**src/common/pss_consts.vh**
```
// Purpose: constants for the two-wire slave front end of the dual pot
// Assumes: 100 MHz mclk_i; serial clock sampled, never used as a clock
// Notes: timing counts derived from times in their own units
// Overview of operation
// - programming cycle after write stop, at most 5 ms
// - busy: data released, address ignored
// - data changes only while clock low
// - start is falling data, clock high
// - stop is rising data, clock high
// - master clocks; device never drives clock
// - address upper nibble type, lower nibble pins
// - receiver acknowledges on ninth clock pulse
// - acknowledge address and every written byte
// - read: send byte, check ack, continue
// - write is address, instruction, data, stop
// - program only stored-register writes; ignore meanwhile
// - busy withholds ack; ack again when done
// - instruction upper nibble is the opcode
// - pot select bit picks wiper register
// - low two bits pick stored setting
`ifndef PSS_CONSTS_VH
`define PSS_CONSTS_VH
`define PSS_CLK_PERIOD_NS     10
`define PSS_PROG_TIME_MS      5
`define PSS_PROG_CYCLES       ((`PSS_PROG_TIME_MS * 1000000) / `PSS_CLK_PERIOD_NS)
`define PSS_PWRUP_TIME_MS     1
`define PSS_PWRUP_CYCLES      ((`PSS_PWRUP_TIME_MS * 1000000) / `PSS_CLK_PERIOD_NS)
`define PSS_TYPE_ID           4'h9 // arbitrary type identifier
`define PSS_ADDR_TYPE_MSB     7
`define PSS_ADDR_TYPE_LSB     4
`define PSS_OPC_MSB           7
`define PSS_OPC_LSB           4
`define PSS_POT_BIT           2
`define PSS_SET_MSB           1
`define PSS_SET_LSB           0
`define PSS_OPC_WR_DATA       4'hC
`define PSS_OPC_WCR_TO_DR     4'hE
`define PSS_OPC_GLB_WCR_TO_DR 4'h8
`define PSS_READ_BIT          0
`endif

```
**src/hw/pss_shift_reg.v**
```verilog
// Purpose: byte shifter for the serial front end, registered output
// Assumes: shift and load are one-cycle enables on mclk_i
// Notes: msb first, as the two-wire bus sends it
`timescale 1ns/10ps
module pss_shift_reg (
  input  wire       mclk_i,
  input  wire       resetn_i,
  input  wire       shift_i,
  input  wire       bit_i,
  input  wire       load_i,
  input  wire [7:0] load_data_i,
  output reg  [7:0] data_o
);
  // load wins over shift
  always @(posedge mclk_i or negedge resetn_i) begin
    if (!resetn_i) begin
      data_o <= 8'h00;
    end else if (load_i) begin
      data_o <= load_data_i;
    end else if (shift_i) begin
      data_o <= {data_o[6:0], bit_i};
    end
  end
endmodule

```
**src/hw/pss_slave.v**
```verilog
// Purpose: two-wire slave front end, address match, ack, busy period
// Assumes: scl and sda from pins, synchronised here on mclk_i
// Notes: instruction execution is outside; fields are presented as ports
`timescale 1ns/10ps
`include "pss_consts.vh"
module pss_slave #(
  parameter PROG_CYCLES  = `PSS_PROG_CYCLES,
  parameter PWRUP_CYCLES = `PSS_PWRUP_CYCLES
) (
  input  wire       mclk_i,
  input  wire       resetn_i,
  input  wire       scl_i,
  input  wire       sda_i,
  input  wire       addr_select_pin_bit0_i,
  input  wire       addr_select_pin_bit1_i,
  input  wire       addr_select_pin_bit2_i,
  input  wire       addr_select_pin_bit3_i,
  input  wire [7:0] read_data_i,
  output reg        sda_o,
  output reg        sda_oe_n_o,
  output reg  [3:0] opcode_o,
  output reg        pot_select_bit_o,
  output reg        setting_select_hi_o,
  output reg        setting_select_lo_o,
  output reg  [7:0] wr_data_o,
  output reg        wr_strobe_o,
  output reg        rd_strobe_o,
  output reg        busy_o,
  output reg        ready_o
);
  // one-hot states
  localparam [6:0] ST_IDLE = 7'h01;
  localparam [6:0] ST_RX   = 7'h02;
  localparam [6:0] ST_ACK  = 7'h04;
  localparam [6:0] ST_TX   = 7'h08;
  localparam [6:0] ST_RACK = 7'h10;
  localparam [6:0] ST_WAIT = 7'h20;
  localparam [6:0] ST_NACK = 7'h40;
  localparam [22:0] PROG_CNT  = PROG_CYCLES;
  localparam [22:0] PWRUP_CNT = PWRUP_CYCLES;

  // two-stage synchronisers; first stage read by nothing else
  reg        scl_s1_reg;
  reg        scl_s2_reg;
  reg        scl_d_reg;
  reg        sda_s1_reg;
  reg        sda_s2_reg;
  reg        sda_d_reg;
  reg  [3:0] pin_s1_reg;
  reg  [3:0] pin_s2_reg;
  always @(posedge mclk_i or negedge resetn_i) begin
    if (!resetn_i) begin
      scl_s1_reg <= 1'b1;
      scl_s2_reg <= 1'b1;
      scl_d_reg  <= 1'b1;
      sda_s1_reg <= 1'b1;
      sda_s2_reg <= 1'b1;
      sda_d_reg  <= 1'b1;
      pin_s1_reg <= 4'h0;
      pin_s2_reg <= 4'h0;
    end else begin
      scl_s1_reg <= scl_i;
      scl_s2_reg <= scl_s1_reg;
      scl_d_reg  <= scl_s2_reg;
      sda_s1_reg <= sda_i;
      sda_s2_reg <= sda_s1_reg;
      sda_d_reg  <= sda_s2_reg;
      pin_s1_reg <= {addr_select_pin_bit3_i, addr_select_pin_bit2_i,
                     addr_select_pin_bit1_i, addr_select_pin_bit0_i};
      pin_s2_reg <= pin_s1_reg;
    end
  end

  // bus events on the synchronised lines
  wire scl_rise = scl_s2_reg & ~scl_d_reg;
  wire scl_fall = ~scl_s2_reg & scl_d_reg;
  wire start_det = scl_s2_reg & scl_d_reg & sda_d_reg & ~sda_s2_reg;
  wire stop_det  = scl_s2_reg & scl_d_reg & ~sda_d_reg & sda_s2_reg;

  // true when an opcode writes nonvolatile storage
  function nv_write;
    input [3:0] opc;
    begin
      nv_write = (opc == `PSS_OPC_WR_DATA) | (opc == `PSS_OPC_WCR_TO_DR) |
                 (opc == `PSS_OPC_GLB_WCR_TO_DR);
    end
  endfunction

  reg  [6:0]  state_reg;
  reg  [6:0]  state_next;
  reg  [3:0]  bit_cnt_reg;
  reg  [1:0]  byte_idx_reg;
  reg         read_mode_reg;
  reg         nv_pend_reg;
  reg         ack_ok_reg;
  reg  [22:0] prog_cnt_reg;
  reg  [22:0] pwr_cnt_reg;
  wire [7:0]  shift_q;

  // receive shifts on rising scl; transmit loads then shifts on falling
  wire rx_shift = (state_reg == ST_RX) & scl_rise;
  wire tx_shift = (state_reg == ST_TX) & scl_fall & (bit_cnt_reg != 4'h7);
  // first byte loads only at the fall that ends the ninth clock
  wire tx_load  = (((state_reg == ST_ACK) & (bit_cnt_reg == 4'h9)) | (state_reg == ST_RACK)) &
                  scl_fall & read_mode_reg & ack_ok_reg;

  pss_shift_reg u_shift (
    .mclk_i      (mclk_i),
    .resetn_i    (resetn_i),
    .shift_i     (rx_shift | tx_shift),
    .bit_i       (sda_s2_reg),
    .load_i      (tx_load),
    .load_data_i (read_data_i),
    .data_o      (shift_q)
  );

  // byte received as complete at the eighth rising edge
  wire [7:0] rx_byte = {shift_q[6:0], sda_s2_reg};
  wire       addr_match = (rx_byte[`PSS_ADDR_TYPE_MSB:`PSS_ADDR_TYPE_LSB] == `PSS_TYPE_ID) &
                          (rx_byte[3:0] == pin_s2_reg);
  wire       rx_last = rx_shift & (bit_cnt_reg == 4'h7);
  wire       can_ack = ~busy_o & ready_o;

  // power-up hold-off, stands in for the master's wait
  always @(posedge mclk_i or negedge resetn_i) begin
    if (!resetn_i) begin
      pwr_cnt_reg <= 23'h00_0000;
      ready_o     <= 1'b0;
    end else if (!ready_o) begin
      pwr_cnt_reg <= pwr_cnt_reg + 23'h00_0001;
      ready_o     <= (pwr_cnt_reg >= PWRUP_CNT - 23'h00_0001);
    end
  end

  // programming cycle timer
  always @(posedge mclk_i or negedge resetn_i) begin
    if (!resetn_i) begin
      prog_cnt_reg <= 23'h00_0000;
      busy_o       <= 1'b0;
    end else if (busy_o) begin
      prog_cnt_reg <= prog_cnt_reg + 23'h00_0001;
      if (prog_cnt_reg >= PROG_CNT - 23'h00_0001) begin
        busy_o <= 1'b0;
      end
    end else if (stop_det & nv_pend_reg) begin
      prog_cnt_reg <= 23'h00_0000;
      busy_o       <= 1'b1;
    end
  end

  // next-state logic
  always @* begin
    state_next = state_reg;
    case (state_reg)
      ST_IDLE: state_next = ST_IDLE;
      ST_RX: begin
        if (rx_last) begin
          if (byte_idx_reg == 2'd0 && !(addr_match && can_ack)) begin
            state_next = ST_NACK;
          end else begin
            state_next = ST_ACK;
          end
        end
      end
      ST_ACK: begin
        // leave only after the ninth clock, in both directions
        if (scl_fall && bit_cnt_reg == 4'h9) begin
          state_next = read_mode_reg ? ST_TX : ST_RX;
        end
      end
      ST_TX: begin
        if (scl_fall && bit_cnt_reg == 4'h7) begin
          state_next = ST_RACK;
        end
      end
      ST_RACK: begin
        if (scl_rise) begin
          state_next = sda_s2_reg ? ST_WAIT : ST_RACK;
        end else if (scl_fall) begin
          state_next = ST_TX;
        end
      end
      ST_WAIT: state_next = ST_WAIT;
      ST_NACK: state_next = ST_NACK;
      default: state_next = ST_IDLE;
    endcase
    if (start_det) begin
      state_next = ST_RX;
    end else if (stop_det) begin
      state_next = ST_IDLE;
    end
  end

  // sequence registers
  always @(posedge mclk_i or negedge resetn_i) begin
    if (!resetn_i) begin
      state_reg     <= ST_IDLE;
      bit_cnt_reg   <= 4'h0;
      byte_idx_reg  <= 2'd0;
      read_mode_reg <= 1'b0;
      nv_pend_reg   <= 1'b0;
      ack_ok_reg    <= 1'b0;
    end else begin
      state_reg <= state_next;
      if (start_det) begin
        bit_cnt_reg  <= 4'h0;
        byte_idx_reg <= 2'd0;
        nv_pend_reg  <= 1'b0;
      end else if (stop_det) begin
        nv_pend_reg <= 1'b0;
      end else begin
        case (state_reg)
          ST_RX: begin
            if (rx_shift) begin
              bit_cnt_reg <= rx_last ? 4'h8 : bit_cnt_reg + 4'h1;
            end
            if (rx_last && byte_idx_reg == 2'd0) begin
              read_mode_reg <= rx_byte[`PSS_READ_BIT];
              ack_ok_reg    <= 1'b1;
            end
            if (rx_last && byte_idx_reg == 2'd2) begin
              nv_pend_reg <= nv_write(opcode_o);
            end
          end
          ST_ACK: begin
            if (scl_fall) begin
              if (bit_cnt_reg == 4'h8) begin
                bit_cnt_reg <= 4'h9;
              end else begin
                bit_cnt_reg  <= 4'h0;
                byte_idx_reg <= (byte_idx_reg == 2'd3) ? 2'd3 : byte_idx_reg + 2'd1;
              end
            end
          end
          ST_TX: begin
            if (scl_fall) begin
              bit_cnt_reg <= bit_cnt_reg + 4'h1;
            end
          end
          ST_RACK: begin
            if (scl_rise) begin
              ack_ok_reg <= ~sda_s2_reg;
            end
            if (scl_fall) begin
              bit_cnt_reg <= 4'h0;
            end
          end
          default: bit_cnt_reg <= bit_cnt_reg;
        endcase
      end
    end
  end

  // captured fields and strobes toward the pot logic
  always @(posedge mclk_i or negedge resetn_i) begin
    if (!resetn_i) begin
      opcode_o            <= 4'h0;
      pot_select_bit_o    <= 1'b0;
      setting_select_hi_o <= 1'b0;
      setting_select_lo_o <= 1'b0;
      wr_data_o           <= 8'h00;
      wr_strobe_o         <= 1'b0;
      rd_strobe_o         <= 1'b0;
    end else begin
      wr_strobe_o <= 1'b0;
      rd_strobe_o <= tx_load;
      if (rx_last && byte_idx_reg == 2'd1) begin
        opcode_o            <= rx_byte[`PSS_OPC_MSB:`PSS_OPC_LSB];
        pot_select_bit_o    <= rx_byte[`PSS_POT_BIT];
        setting_select_hi_o <= rx_byte[`PSS_SET_MSB];
        setting_select_lo_o <= rx_byte[`PSS_SET_LSB];
      end
      if (rx_last && byte_idx_reg == 2'd2) begin
        wr_data_o   <= rx_byte;
        wr_strobe_o <= 1'b1;
      end
    end
  end

  // data line drive: open drain, enable low while pulling for ack or sending a 0 bit
  always @(posedge mclk_i or negedge resetn_i) begin
    if (!resetn_i) begin
      sda_o      <= 1'b1;
      sda_oe_n_o <= 1'b1;
    end else begin
      sda_o <= 1'b0;
      // pull from the eighth fall until the ninth fall, starting and ending only while scl is low
      if (state_next == ST_ACK && state_reg == ST_ACK && (bit_cnt_reg == 4'h9 || scl_fall) &&
          !start_det && !stop_det) begin
        sda_oe_n_o <= 1'b0;
      end else if (state_next == ST_TX && !start_det && !stop_det) begin
        sda_oe_n_o <= tx_load ? read_data_i[7] : shift_q[tx_shift ? 6 : 7];
      end else begin
        sda_oe_n_o <= 1'b1;
      end
    end
  end
endmodule

```
**config.mk**
```make
export PLATFORM = sky130hd
export DESIGN_NAME = pss_slave
export DESIGN_NICKNAME = d
export VERILOG_FILES = /design/src/hw/pss_shift_reg.v /design/src/hw/pss_slave.v
export VERILOG_INCLUDE_DIRS = /design/src /design/src/common
export SDC_FILE = /design/constraint.sdc
export NUM_CORES = 1
export LEC_CHECK = 0
export CORE_MARGIN = 10
export CORE_UTILIZATION = 35
export DETAILED_ROUTE_END_ITERATION = 6
export DONT_BUFFER_PORTS = 1
export HOLD_SLACK_MARGIN = 0.1
export SLEW_MARGIN = 20
export SYNTH_ARGS = -nofsm -noshare
export SYNTH_HDL_FRONTEND = slang
export SYNTH_SLANG_ARGS = --single-unit
```
**constraint.sdc**
```tcl
create_clock -name mclk_i -period 2.25 [get_ports mclk_i]
set_input_delay 0.3375 -clock mclk_i [delete_from_list [all_inputs] [get_ports mclk_i]]
set_output_delay 0.3375 -clock mclk_i [all_outputs]
set_load 0.05 [all_outputs]
```
==> metrics.md <==
| Metric | Value |
|---|---|
| Status | finished with violations |
| Violated checks | hold timing, setup timing |
| DRT iter0 DRCs | 242 |
| Cell Area, Synth | 4950 um^2 |
| CTS tree | yes |
| CP Cell Sequence | or4_4 -> or3_4 -> o22ai_4 -> buf_12 -> mux2_2 -> mux2_2 |
| FF-to-FF Start | state_reg[1] |
| First-pass GRT wire length | 19000 um |
| H-tree depth | 3 |
| Place WS | -0.0625 ns |
| Reg-to-reg critical path endpoint | u_shift.data_o[6] |
| Main synth FF type | dfrtp_1 |
| Drt wl/cell | 16.9 um |
| Worst hold slack | -0.329 ns |
| Filler cells | 1310 |
| Synth-to-Final Area Change | 16.3% |
| Syn Nets | 465 |
| Via-to-Cell Ratio | 5.29 |
| TNS Setup | -0.148 ns |
| Number of flops mapped to enable cells by yosys | 0 |
| Slew Viols, Final | 0 |
| Drt drc | 0 |
| Cell Rows | 43 |
| Hold Crit Class | in -> async |
| Relative slew slack | 59.7% |
| RePlAce Congestion | 0.882 |
| Setup ws final | -0.0260 ns |
| Core area | 13900 um^2 |
| CP required | 2.49 ns |
| CP Launch Type | flop |
| Antenna viol nets, final | 0 |
| Antenna violations before repair | 1 |
| Die ar. | 19300 um^2 |
| CP max stage delay | 0.53 ns |
| All-Layer GR Usage | 12.0% |
| Min Tclk post-route | 2.28 ns |
| Initial Util | 35.7% |
| Largest net degree at the start of global routing | 106 |
| Setup crit end kind | flop |
| Commonest non-fill, non-tap cell in the layout | dfrtp_1 |
| Final WL | 11200 um |
| Maximum vdd drop | 375 uV |
| Final worst-path cycle share | 101% |
| Die Ht | 139 um |
| Worst endpoint data arrival time | 2.52 ns |
| Post-synthesis register bit count | 105 |
| Pwr dens | 644 nW/um^2 |
| Placed cell area | 5340 um^2 |
| Seq/Total Area, Yosys | 53.3% |
| Maxcap violations | 0 |
| Fin area | 5760 um^2 |
| CTS Root Cell | clkbuf_16 |
| Avg Cell Area, Syn | 11.2 um^2 |
| Vias in the first global route | 3672 |
| Ports | 37 |
| DP Wirelength | 8010 um |
| FF-to-FF setup slack | -0.03 ns |
| Slowest CP cell | or4_4 |
| Clock skew | 0.0104 ns |
| Worst Tran Pin Value | 0.603 ns |
| Layout net count | 501 |
| Cell family with most CP delay | simple AND/OR/NAND/NOR gates |
| Die width | 139 um |
| Via count | 3524 |
| Gr ovfl total | 0 |
| Unique masters post-synth | 59 |
| Fin. Hold Viols | 105 |
| Final setup viols | 7 |
| Gate count of the mapped netlist | 444 |
| # port buffers | 0 |
| Total CTS buffers | 9 |
| Most frequent cells in the layout | dfrtp_1, nand3_1, nand2_1 |
| Critical path fanouts, max | 10 |
| DRT Pass-1 Iters | 4 |
| Clock transition at the registers of the reported paths | 0.07 ns |
| # hold bufs at CTS | 6 |
| Maximum clock rate | 0.439 GHz |
| Static Leak | 2.47 nW |
| Unrepaired setup endpoints after global routing | true |
| CP bufs+invs | 1 |
| Clock Latency Late Sink | 0.36 ns |
| Async set-reset flop share out of synthesis | 100% |
| CP Class | reg -> reg |
| Max clock buf depth | 2 |
| CTS Sinks | 105 |
| Worst Reg2Reg Path Length in Cells | 6 |
| Share of cells above drive strength 1 | 20.6% |
| Yosys warnings | 0 |
| Most common cell on crit path | mux2_2 |
power breakdown:
group	internal (W)	leakage, nW	switching, W
combinational	0.0000278	0.909	0.0000253
sequential	0.00191	1.40	0.0000156
clock	0.000987	0.158	0.000744
final cells by class:
type | count | area, um^2 | area share, %
Antenna cell | 1 | 2.50 | 0.0435
Clock buffer | 9 | 225 | 3.91
Clock inverter | 7 | 101 | 1.76
Inverter | 6 | 22.5 | 0.391
Multi-Input combinational cell | 323 | 2250 | 39.1
Sequential cell | 105 | 2640 | 45.8
Tap cell | 180 | 225 | 3.91
Timing Repair Buffer | 35 | 290 | 5.04
worst max-delay path by stage:
stage,start,endpoint,cells past startpoint
2_1_floorplan,state_reg[5],u_shift.data_o[0],6
5_1_grt,state_reg[1],u_shift.data_o[6],6
4_1_cts,state_reg[1],u_shift.data_o[2],6
3_3_place_gp,state_reg[1],u_shift.data_o[3],5
6_report,state_reg[1],u_shift.data_o[6],6
3_5_place_dp,state_reg[1],u_shift.data_o[3],5
cells by family (layout without fill, tap and decap cells):
kind of cell	count (synthesis)	after routing	synth area share (%)
compound gates	74	74	9.88
mux	37	37	8.34
fa+ha+maj	5	5	1.26
buf+inv	16	57	1.54
xor+xnor	35	35	6.19
flops	105	105	53.3
simple gates	171	171	19.4
other cells	1	2	0.0757
stage by stage:
stage          power, W  utilization (%)  std cells
2_1_floorplan   0.00198                -        444
3_3_place_gp    0.00200             38.5        642
3_5_place_dp    0.00200             38.5        642
4_1_cts         0.00374             41.4        665
5_1_grt         0.00383             41.5        666
6_report        0.00371             41.5        666
worst reg2reg max path: stages, from the launching register on:
cell	delay, ns
dfrtp_1	0.38
or4_4	0.53
or3_4	0.36
o22ai_4	0.15
buf_12	0.15
mux2_2	0.33
mux2_2	0.26
Yosys cell counts (2+ instances only):
| cell | instances | area share [%] |
|---|---|---|
| dfrtp_1 | 96 | 49 |
| nand3_1 | 36 | 3.6 |
| mux2_2 | 34 | 7.7 |
| nand2_1 | 32 | 2.4 |
| o21ai_0 | 25 | 2.5 |
| nor2_1 | 22 | 1.7 |
| xnor2_1 | 20 | 3.5 |
| nand4_1 | 15 | 1.9 |
| xor2_1 | 15 | 2.7 |
| a21oi_1 | 13 | 1.3 |
| dfstp_2 | 9 | 4.8 |
| nor4_1 | 9 | 1.1 |
| o211ai_1 | 9 | 1.4 |
| nor3_1 | 8 | 0.81 |
| and3_1 | 7 | 0.88 |
| clkbuf_1 | 6 | 0.45 |
| nand2b_1 | 6 | 0.76 |
| ha_1 | 5 | 1.3 |
| inv_1 | 5 | 0.38 |
| nand3b_1 | 5 | 0.76 |
| nand4b_1 | 5 | 0.88 |
| o31ai_1 | 5 | 0.76 |
| nor3b_1 | 4 | 0.61 |
| a211oi_1 | 3 | 0.45 |
| a21boi_0 | 3 | 0.45 |
| mux2i_1 | 3 | 0.61 |
| nor2b_1 | 3 | 0.38 |
| or3_1 | 3 | 0.38 |
| or4_1 | 3 | 0.45 |
| a22o_1 | 2 | 0.35 |
| and3b_1 | 2 | 0.35 |
| and4_1 | 2 | 0.35 |
| and4bb_2 | 2 | 0.51 |
| buf_6 | 2 | 0.45 |
layer usage:
| metal | wire length (um) | track usage, % |
|---|---|---|
| met1 | 5070 | 14.6 |
| met2 | 5390 | 18.9 |
| met3 | 550 | 3.97 |
| met4 | 216 | 4.89 |
| met5 | 0 | 0 |
timing repair:
action,4_1_cts,5_1_grt
gates cloned,0,0
pin swaps,1,0
buffers inserted,1,0
hold endpoints to repair,111,105
gates resized for setup,2,1
endpoints found under the setup margin,8,16
Power figures use the tool's default switching activity.
